## config.mk

```make
export PLATFORM = sky130hd
export DESIGN_NAME = core_state_regs
export DESIGN_NICKNAME = d
export VERILOG_FILES = /design/src/design/bank_ram.v /design/src/design/core_state_regs.v
export VERILOG_INCLUDE_DIRS = /design/src /design/src/inc
export SDC_FILE = /design/constraint.sdc
export NUM_CORES = 1
export LEC_CHECK = 0
export BUFFER_PORTS_ARGS = -buffer_cell sky130_fd_sc_hd__clkbuf_2
export CAP_MARGIN = 20
export CELL_PAD_IN_SITES_DETAIL_PLACEMENT = 1
export CELL_PAD_IN_SITES_GLOBAL_PLACEMENT = 1
export CORE_MARGIN = 3
export CORE_UTILIZATION = 44
export CTS_CLUSTER_SIZE = 30
export DETAILED_ROUTE_END_ITERATION = 16
export GPL_TIMING_DRIVEN = 0
export PLACE_DENSITY_LB_ADDON = 0.1
export SLEW_MARGIN = 20
export SYNTH_ARGS = -nofsm -noshare
export SYNTH_HDL_FRONTEND = slang
export SYNTH_SLANG_ARGS = --single-unit
```

## constraint.sdc

```tcl
create_clock -name pclk -period 7.2 [get_ports pclk]
set_input_delay 1.44 -clock pclk [delete_from_list [all_inputs] [get_ports pclk]]
set_output_delay 1.44 -clock pclk [all_outputs]
set_load 0.005 [all_outputs]
```

## src/inc/core_state_map.vh

```
`ifndef CORE_STATE_MAP_VH
`define CORE_STATE_MAP_VH

////////////////////////////////////////////////////////////////////////////
// register byte addresses on the apb
`define CSW_ADDR 8'h00
`define STACK_TOP_ADDR 8'h04
`define DPL_ADDR 8'h08
`define DPH_ADDR 8'h0C
`define ACC_VIEW_ADDR 8'h10
`define BANK_BASE_ADDR 8'h14

////////////////////////////////////////////////////////////////////////////
// core status word field positions
`define CSW_CARRY_BIT 7
`define CSW_AUX_BIT 6
`define CSW_USER0_BIT 5
`define CSW_BANK_HI_BIT 4
`define CSW_BANK_LO_BIT 3
`define CSW_WRAP_BIT 2
`define CSW_USER1_BIT 1
`define CSW_PARITY_BIT 0

////////////////////////////////////////////////////////////////////////////
// reset values
`define CSW_RESET 8'h00
`define STACK_TOP_RESET 8'h07
`define DATA_POINTER_RESET 16'h0000
`define PC_RESET 16'h0000

`endif

```

## src/design/bank_ram.v

```verilog
`timescale 1ns/1ps

////////////////////////////////////////////////////////////////////////////
// working-register storage, four banks of eight bytes
module bank_ram #(
    parameter AW = 5,
    parameter DW = 8
) (
    input wire pclk,
    input wire we,
    input wire [AW-1:0] waddr,
    input wire [DW-1:0] wdata,
    input wire [AW-1:0] raddr,
    output reg [DW-1:0] rdata_ff
);

    reg [DW-1:0] mem [0:(1<<AW)-1];

    // no reset on the array; read data is registered
    always @(posedge pclk) begin
        if (we) begin
            mem[waddr] <= wdata;
        end
        rdata_ff <= mem[raddr];
    end

endmodule

```

## src/design/core_state_regs.v

```verilog
// Implementation choices: the placing of the registers and the APB slave port.
`timescale 1ns/1ps
`include "core_state_map.vh"

// Behaviour
// - status word flag bits at fixed positions
// - two bank bits pick one of four banks
// - parity bit gives even parity with accumulator
// - stack top resets to 0x07
// - stack top increments before each push
// - data pointer is two addressable bytes
// - data pointer loads whole or by halves
// - data pointer addresses table reads, external moves
// - program counter sixteen bits, resets to zero
// - program counter advances on fetch and operand
// - program counter has no register address
module core_state_regs #(
    parameter PC_W = 16,
    parameter DP_W = 16
) (
    input wire pclk,
    input wire presetn,
    // apb slave
    input wire [7:0] paddr,
    input wire psel,
    input wire penable,
    input wire pwrite,
    input wire [31:0] pwdata,
    output reg [31:0] prdata_ff,
    output reg pready_ff,
    output reg pslverr_ff,
    // execution unit side
    input wire [7:0] acc,
    input wire flags_we,
    input wire [7:0] flags_wdata,
    input wire push_req,
    input wire pop_req,
    input wire data_pointer_load16,
    input wire [DP_W-1:0] data_pointer_wdata,
    input wire data_pointer_inc,
    input wire fetch_step,
    input wire pc_load,
    input wire [PC_W-1:0] pc_wdata,
    input wire wreg_we,
    input wire [2:0] wreg_idx,
    input wire [7:0] wreg_wdata,
    output reg [7:0] core_status_word_ff,
    output reg [7:0] stack_top_ff,
    output reg [7:0] stack_addr_ff,
    output reg [DP_W-1:0] data_pointer_ff,
    output reg [DP_W-1:0] code_table_addr_ff,
    output reg [PC_W-1:0] program_counter_ff,
    output reg [4:0] bank_base_ff,
    output wire [7:0] wreg_rdata_ff
);

    ////////////////////////////////////////////////////////////////////////
    // apb phase tracker, one-hot
    localparam ST_IDLE = 2'b01;
    localparam ST_ACC = 2'b10;

    reg [1:0] state_ff;
    reg [1:0] nxt_state;
    reg [31:0] nxt_prdata;
    reg nxt_pready;
    reg nxt_pslverr;

    // separate flag holders; parity is its own flop
    reg carry_flag_ff;
    reg aux_carry_flag_ff;
    reg user_flag_zero_ff;
    reg bank_select_high_ff;
    reg bank_select_low_ff;
    reg signed_wrap_flag_ff;
    reg user_flag_one_ff;
    reg parity_ff;

    reg [7:0] data_pointer_low_ff;
    reg [7:0] data_pointer_high_ff;
    reg [7:0] nxt_stack_top;
    reg [7:0] nxt_stack_addr;
    reg [7:0] nxt_dpl;
    reg [7:0] nxt_dph;
    reg [PC_W-1:0] nxt_pc;
    reg [7:0] nxt_flags;

    wire setup_ph;
    wire wr_take;
    wire [7:0] wbyte;
    wire [7:0] csw_now;
    wire [1:0] bank_sel;
    wire [4:0] wreg_addr;

    ////////////////////////////////////////////////////////////////////////
    // address decode helper, used by the read mux and the write path
    function hit;
        input [7:0] addr;
        input [7:0] offs;
        begin
            hit = (addr == offs);
        end
    endfunction

    function mapped;
        input [7:0] addr;
        begin
            mapped = hit(addr, `CSW_ADDR) | hit(addr, `STACK_TOP_ADDR) |
                     hit(addr, `DPL_ADDR) | hit(addr, `DPH_ADDR) |
                     hit(addr, `ACC_VIEW_ADDR) |
                     hit(addr, `BANK_BASE_ADDR);
        end
    endfunction

    ////////////////////////////////////////////////////////////////////////
    // bus phases; a write lands only at the completing access edge
    assign setup_ph = psel & ~penable;
    assign wr_take = psel & penable & pready_ff & pwrite & mapped(paddr);
    assign wbyte = pwdata[7:0];

    assign csw_now = {carry_flag_ff, aux_carry_flag_ff, user_flag_zero_ff,
                      bank_select_high_ff, bank_select_low_ff,
                      signed_wrap_flag_ff, user_flag_one_ff, parity_ff};

    assign bank_sel = {bank_select_high_ff, bank_select_low_ff};
    assign wreg_addr = {bank_sel, wreg_idx};

    ////////////////////////////////////////////////////////////////////////
    // apb answer: data and ready are prepared during setup so that the
    // access phase completes with no wait state
    always @* begin
        nxt_state = state_ff;
        nxt_prdata = prdata_ff;
        nxt_pready = 1'b0;
        nxt_pslverr = 1'b0;
        case (state_ff)
            ST_IDLE: begin
                if (setup_ph) begin
                    nxt_state = ST_ACC;
                    nxt_pready = 1'b1;
                    nxt_pslverr = ~mapped(paddr);
                    nxt_prdata = 32'h00000000;
                    if (!pwrite) begin
                        if (hit(paddr, `CSW_ADDR)) begin
                            nxt_prdata = {24'h000000, csw_now};
                        end else if (hit(paddr, `STACK_TOP_ADDR)) begin
                            nxt_prdata = {24'h000000, stack_top_ff};
                        end else if (hit(paddr, `DPL_ADDR)) begin
                            nxt_prdata = {24'h000000, data_pointer_low_ff};
                        end else if (hit(paddr, `DPH_ADDR)) begin
                            nxt_prdata = {24'h000000, data_pointer_high_ff};
                        end else if (hit(paddr, `ACC_VIEW_ADDR)) begin
                            nxt_prdata = {24'h000000, acc};
                        end else if (hit(paddr, `BANK_BASE_ADDR)) begin
                            nxt_prdata = {27'h0000000, bank_base_ff};
                        end
                    end
                end
            end
            ST_ACC: begin
                // transfer completes at this edge; drop ready
                nxt_state = ST_IDLE;
            end
            default: begin
                nxt_state = ST_IDLE;
            end
        endcase
    end

    // apb registers
    always @(posedge pclk or negedge presetn) begin
        if (!presetn) begin
            state_ff <= ST_IDLE;
            prdata_ff <= 32'h00000000;
            pready_ff <= 1'b0;
            pslverr_ff <= 1'b0;
        end else begin
            state_ff <= nxt_state;
            prdata_ff <= nxt_prdata;
            pready_ff <= nxt_pready;
            pslverr_ff <= nxt_pslverr;
        end
    end

    ////////////////////////////////////////////////////////////////////////
    // flag writes; the bus write wins over an execution update in the
    // same cycle since both come from one instruction stream in practice
    always @* begin
        nxt_flags = csw_now;
        if (flags_we) begin
            nxt_flags = flags_wdata;
        end
        if (wr_take && hit(paddr, `CSW_ADDR)) begin
            nxt_flags = wbyte;
        end
    end

    always @(posedge pclk or negedge presetn) begin
        if (!presetn) begin
            carry_flag_ff <= 1'b0;
            aux_carry_flag_ff <= 1'b0;
            user_flag_zero_ff <= 1'b0;
            bank_select_high_ff <= 1'b0;
            bank_select_low_ff <= 1'b0;
            signed_wrap_flag_ff <= 1'b0;
            user_flag_one_ff <= 1'b0;
        end else begin
            carry_flag_ff <= nxt_flags[`CSW_CARRY_BIT];
            aux_carry_flag_ff <= nxt_flags[`CSW_AUX_BIT];
            user_flag_zero_ff <= nxt_flags[`CSW_USER0_BIT];
            bank_select_high_ff <= nxt_flags[`CSW_BANK_HI_BIT];
            bank_select_low_ff <= nxt_flags[`CSW_BANK_LO_BIT];
            signed_wrap_flag_ff <= nxt_flags[`CSW_WRAP_BIT];
            user_flag_one_ff <= nxt_flags[`CSW_USER1_BIT];
        end
    end

    // parity follows the accumulator one edge later; written values for
    // this bit are dropped
    // even parity tracking
    always @(posedge pclk or negedge presetn) begin
        if (!presetn) begin
            parity_ff <= 1'b0;
        end else begin
            parity_ff <= ^acc;
        end
    end

    // status word copy and bank base for the register file
    // bank base is code times eight
    always @(posedge pclk or negedge presetn) begin
        if (!presetn) begin
            core_status_word_ff <= `CSW_RESET;
            bank_base_ff <= 5'h00;
        end else begin
            core_status_word_ff <= {nxt_flags[7:1], ^acc};
            bank_base_ff <= {nxt_flags[`CSW_BANK_HI_BIT],
                             nxt_flags[`CSW_BANK_LO_BIT], 3'h0};
        end
    end

    ////////////////////////////////////////////////////////////////////////
    // stack top: push pre-increments and points the write at the new top,
    // pop reads the current top then steps down; wraps modulo 256
    always @* begin
        nxt_stack_top = stack_top_ff;
        nxt_stack_addr = stack_addr_ff;
        if (push_req) begin
            nxt_stack_top = stack_top_ff + 8'h01;
            nxt_stack_addr = stack_top_ff + 8'h01;
        end else if (pop_req) begin
            nxt_stack_top = stack_top_ff - 8'h01;
            nxt_stack_addr = stack_top_ff;
        end
        if (wr_take && hit(paddr, `STACK_TOP_ADDR)) begin
            nxt_stack_top = wbyte;
        end
    end

    always @(posedge pclk or negedge presetn) begin
        if (!presetn) begin
            stack_top_ff <= `STACK_TOP_RESET;
            stack_addr_ff <= `STACK_TOP_RESET;
        end else begin
            stack_top_ff <= nxt_stack_top;
            stack_addr_ff <= nxt_stack_addr;
        end
    end

    ////////////////////////////////////////////////////////////////////////
    // data pointer halves; a whole load beats increment, byte writes from
    // the bus beat both so software sees its own write
    always @* begin
        nxt_dpl = data_pointer_low_ff;
        nxt_dph = data_pointer_high_ff;
        if (data_pointer_load16) begin
            nxt_dpl = data_pointer_wdata[7:0];
            nxt_dph = data_pointer_wdata[15:8];
        end else if (data_pointer_inc) begin
            {nxt_dph, nxt_dpl} = data_pointer_ff + 16'h0001;
        end
        if (wr_take && hit(paddr, `DPL_ADDR)) begin
            nxt_dpl = wbyte;
        end
        if (wr_take && hit(paddr, `DPH_ADDR)) begin
            nxt_dph = wbyte;
        end
    end

    always @(posedge pclk or negedge presetn) begin
        if (!presetn) begin
            data_pointer_low_ff <= 8'h00;
            data_pointer_high_ff <= 8'h00;
            data_pointer_ff <= `DATA_POINTER_RESET;
        end else begin
            data_pointer_low_ff <= nxt_dpl;
            data_pointer_high_ff <= nxt_dph;
            data_pointer_ff <= {nxt_dph, nxt_dpl};
        end
    end

    // table read address is pointer plus accumulator, wrapping at 64k;
    // external moves use data_pointer_ff directly
    // indexed code address
    always @(posedge pclk or negedge presetn) begin
        if (!presetn) begin
            code_table_addr_ff <= `DATA_POINTER_RESET;
        end else begin
            code_table_addr_ff <= {nxt_dph, nxt_dpl} + {8'h00, acc};
        end
    end

    ////////////////////////////////////////////////////////////////////////
    // program counter: load for jumps, else step once per fetched byte
    always @* begin
        nxt_pc = program_counter_ff;
        if (pc_load) begin
            nxt_pc = pc_wdata;
        end else if (fetch_step) begin
            nxt_pc = program_counter_ff + 16'h0001;
        end
    end

    always @(posedge pclk or negedge presetn) begin
        if (!presetn) begin
            program_counter_ff <= `PC_RESET;
        end else begin
            program_counter_ff <= nxt_pc;
        end
    end

    ////////////////////////////////////////////////////////////////////////
    // working registers live in the bank addressed by the select bits
    // bank-relative addressing
    bank_ram #(
        .AW(5),
        .DW(8)
    ) u_bank_ram (
        .pclk(pclk),
        .we(wreg_we),
        .waddr(wreg_addr),
        .wdata(wreg_wdata),
        .raddr(wreg_addr),
        .rdata_ff(wreg_rdata_ff)
    );

endmodule

```

==> flow_metrics.tcl <==
set metrics [dict create \
    cts_max_level 2 \
    cellLeakagePower_nw 6.66 \
    synthXorXnorAreaFrac_pct 3.35 \
    grt.overflow.total 0 \
    drt_wl_total_mm 42.2 \
    fillers 3368 \
    synth_mux_area_share_pct 10.9 \
    clk_pin_slew_ns 0.06 \
    postSynthCellCount 1027 \
    synth.yosys.warnings 0 \
    synth_edf_count 256 \
    worstPathRequired_ns 7.64 \
    hpwl_mm 29.7 \
    synth-seq-cells 348 \
    post_cts_resized 0 \
    die_area_mm2 0.0367 \
    hold_violations 0 \
    antenna_found_initial 4 \
    cp_data_arrival_time_ns 5.42 \
    synth_top_family_by_area "multiplexers" \
    drtIter0Drc 604 \
    clk_latency_ns 0.53 \
    avgSynthCellArea_um2 14.8 \
    holdBufCountCts 0 \
    post_cts_buffers 0 \
    finalNonFillerCells 1746 \
    num_rows 67 \
    slew_headroom_pct 33.7 \
    synth_area_mm2 0.0152 \
    yosysUniqueCellTypes 66 \
    postRouteAntennaNets 0 \
    period_share_pct 69.2 \
    worst-path-max-fanout 10 \
    critical_path.endpoint_type "flip-flop" \
    synth_fa_ha_area_share_pct 1.12 \
    cts-root-buf "clkbuf_16" \
    max_clock_freq_mhz 201 \
    post_drt_wl_per_cell_um 24.2 \
    seqCellArea_mm2 0.00996 \
    min_period_ns 4.98 \
    synth-main-ff-cell "edfxtp_1" \
    pwr_density_cell_mw_per_mm2 275 \
    final_net_count 1393 \
    vias_per_cell 5.53 \
    first_pass_iters 5 \
    yosys.area_share.simple_pct 8.13 \
    worstMarginPinSlew_ns 0.995 \
    ir_drop_uv 199 \
    start_kind "input port" \
    cts_tree "built" \
    cts.sinks 348 \
    grt_pass1_wl_mm 63.8 \
    skew_ns 0.0290 \
    hold_class "flip-flop to flip-flop" \
    worst-setup-path-type "input port to flip-flop" \
    cts-buffers-inserted 37 \
    io_pins 231 \
    vias 9653 \
    drc 0 \
    dp.cells 1676 \
    drive_gt1_share_pct 28.7 \
    worst_hold_slack_ns 0.481 \
    clockBufferDepth 3 \
    grt_max_degree 53 \
    seq_area_frac_synth_pct 65.7 \
    io_buffers 174 \
    p_total_w 0.00494 \
    maxCapViolations 0 \
    fin_tns_setup_ns 0 \
    die_h_um 192 \
    die_w_um 192 \
    initial_core_util_pct 44.9 \
    track_usage_pct 23.3 \
    core_mm2 0.0338 \
    grt_pass1_vias 10200 \
    synthArstFlopShare_pct 24.1 \
    gp_congestion 0.887 \
    status "finished clean" \
    area_growth_pct 18.5 \
    slew_violations 0 \
    rsz0062_at_grt "false" \
    multi_input_area_mm2 0.00474 \
    setup_violations 0 \
    synth_compound_area_share_pct 7.07 \
]
[final timing paths]
kind / from / endpoint / slack, ns / cells after the start
max reg2reg: data_pointer_low_ff[3] / code_table_addr_ff[15] / 3.43 / 15
min reg2reg: prdata_ff[7] / prdata_ff[7] / 0.48 / 2
max in group asynchronous: presetn / program_counter_ff[1] / 5.79 / 2
max: paddr[5] / code_table_addr_ff[14] / 2.22 / 18
min in group asynchronous: presetn / code_table_addr_ff[1] / 0.81 / 1
min: prdata_ff[7] / prdata_ff[7] / 0.48 / 2
[power by group]
group          total [W]  switching, W  internal, W
Combinational   0.000644      0.000365     0.000279
Sequential       0.00238     0.0000986      0.00228
Clock            0.00191      0.000791      0.00112
[kinds of logic after synthesis]
logic type | count (synthesis)
flip-flops | 348
AND/OR/NAND/NOR | 250
AO/OA/AOI/OAI | 165
buffers and inverters | 108
multiplexers | 84
XOR/XNOR | 58
adder cells (fa/ha/maj) | 13
other | 1
[cells in the final DEF, fill, tap and decap left out, types with 4 or more instances in the layout]
cell,n
buf_4,38
nor3b_1,5
mux2_2,4
dfxtp_1,8
nand3b_1,4
a211oi_1,8
and2_1,5
and3_1,7
dfrtp_1,77
clkinv_2,9
a21oi_1,36
buf_1,11
edfxtp_1,256
nand3_1,15
clkbuf_2,176
nor2_1,80
clkinv_1,7
ha_1,12
a22oi_1,47
o22ai_1,6
clkbuf_16,38
xor2_1,29
o21ai_0,43
and4_1,5
clkbuf_8,6
mux4_2,64
nor2b_1,6
inv_1,17
nand4_1,18
dfstp_2,7
mux2i_1,16
nor3_1,10
clkbuf_1,39
conb_1,27
nand2_1,72
a21o_1,4
xnor2_1,29
[final cells by class]
class,instances,area share [%]
Inverter,18,0.376
Antenna cell,1,0.0139
Sequential cell,348,55.4
Tap cell,448,3.12
Clock inverter,22,1.16
Multi-Input combinational cell,597,26.4
Timing Repair Buffer,176,5.08
Buffer,90,2.80
Clock buffer,46,5.68
[cell usage after synthesis (7+ instances only)]
cell type	count	area, um2
a211oi_1	8	60.1
a21oi_1	36	180
a22oi_1	47	353
and3_1	7	43.8
buf_1	12	45.0
buf_4	38	285
clkbuf_1	37	139
dfrtp_1	77	1930
dfstp_2	7	184
dfxtp_1	8	160
edfxtp_1	256	7690
ha_1	12	150
inv_1	17	63.8
mux2i_1	16	160
mux4_2	64	1440
nand2_1	72	270
nand3_1	15	75.1
nand4_1	18	113
nor2_1	80	300
nor3_1	10	50.1
o21ai_0	43	215
xnor2_1	29	254
xor2_1	29	254
[state kept, by name, summed over array words and instances, names as in the netlist]
register and flops:
u_bank_ram.mem 256, carry_flag_ff 1, code_table_addr_ff 16, pslverr_ff 1, pready_ff 1, prdata_ff 8, data_pointer_ff 2, stack_top_ff 8
u_bank_ram.rdata_ff 8, data_pointer_low_ff 7, core_status_word_ff 7, data_pointer_high_ff 7, state_ff 2, program_counter_ff 16, stack_addr_ff 8
[critical path, stage by stage]
cell and delay, ns:
clkbuf_2 0.07, or4_1 0.57, buf_2 0.19, nor3_1 0.18, and3_1 0.18, clkbuf_1 0.28
clkbuf_1 0.37, nand2_1 0.09, o21ai_0 0.12, ha_1 0.29, fa_1 0.24, a21o_1 0.13
a21o_1 0.15, a21oi_1 0.10, o21ai_0 0.38, nand2_2 0.17, nor4b_2 0.30, xor2_1 0.16
[layer usage]
metal  vias to the layer above  GRT usage, %  share of wire (%)
met3                        81          5.62                6.9
met1                      4902          31.4                 42
met5                         -             0              0.080
li1                       4337             -                  -
met4                         6          7.42                3.3
met2                       327          37.6                 48
[per-stage QoR]
step | worst slack (ns) | util (%) | instance area, um2
5_1_grt | 1.78 | 53.2 | 18000
3_3_place_gp | 1.72 | 49.4 | 16700
6_report | 2.22 | 53.2 | 18000
4_1_cts | 2.22 | 53.2 | 18000
2_1_floorplan | 2.52 | - | 15300
3_5_place_dp | 1.69 | 49.5 | 16700
(Power assumes the default switching activity.)
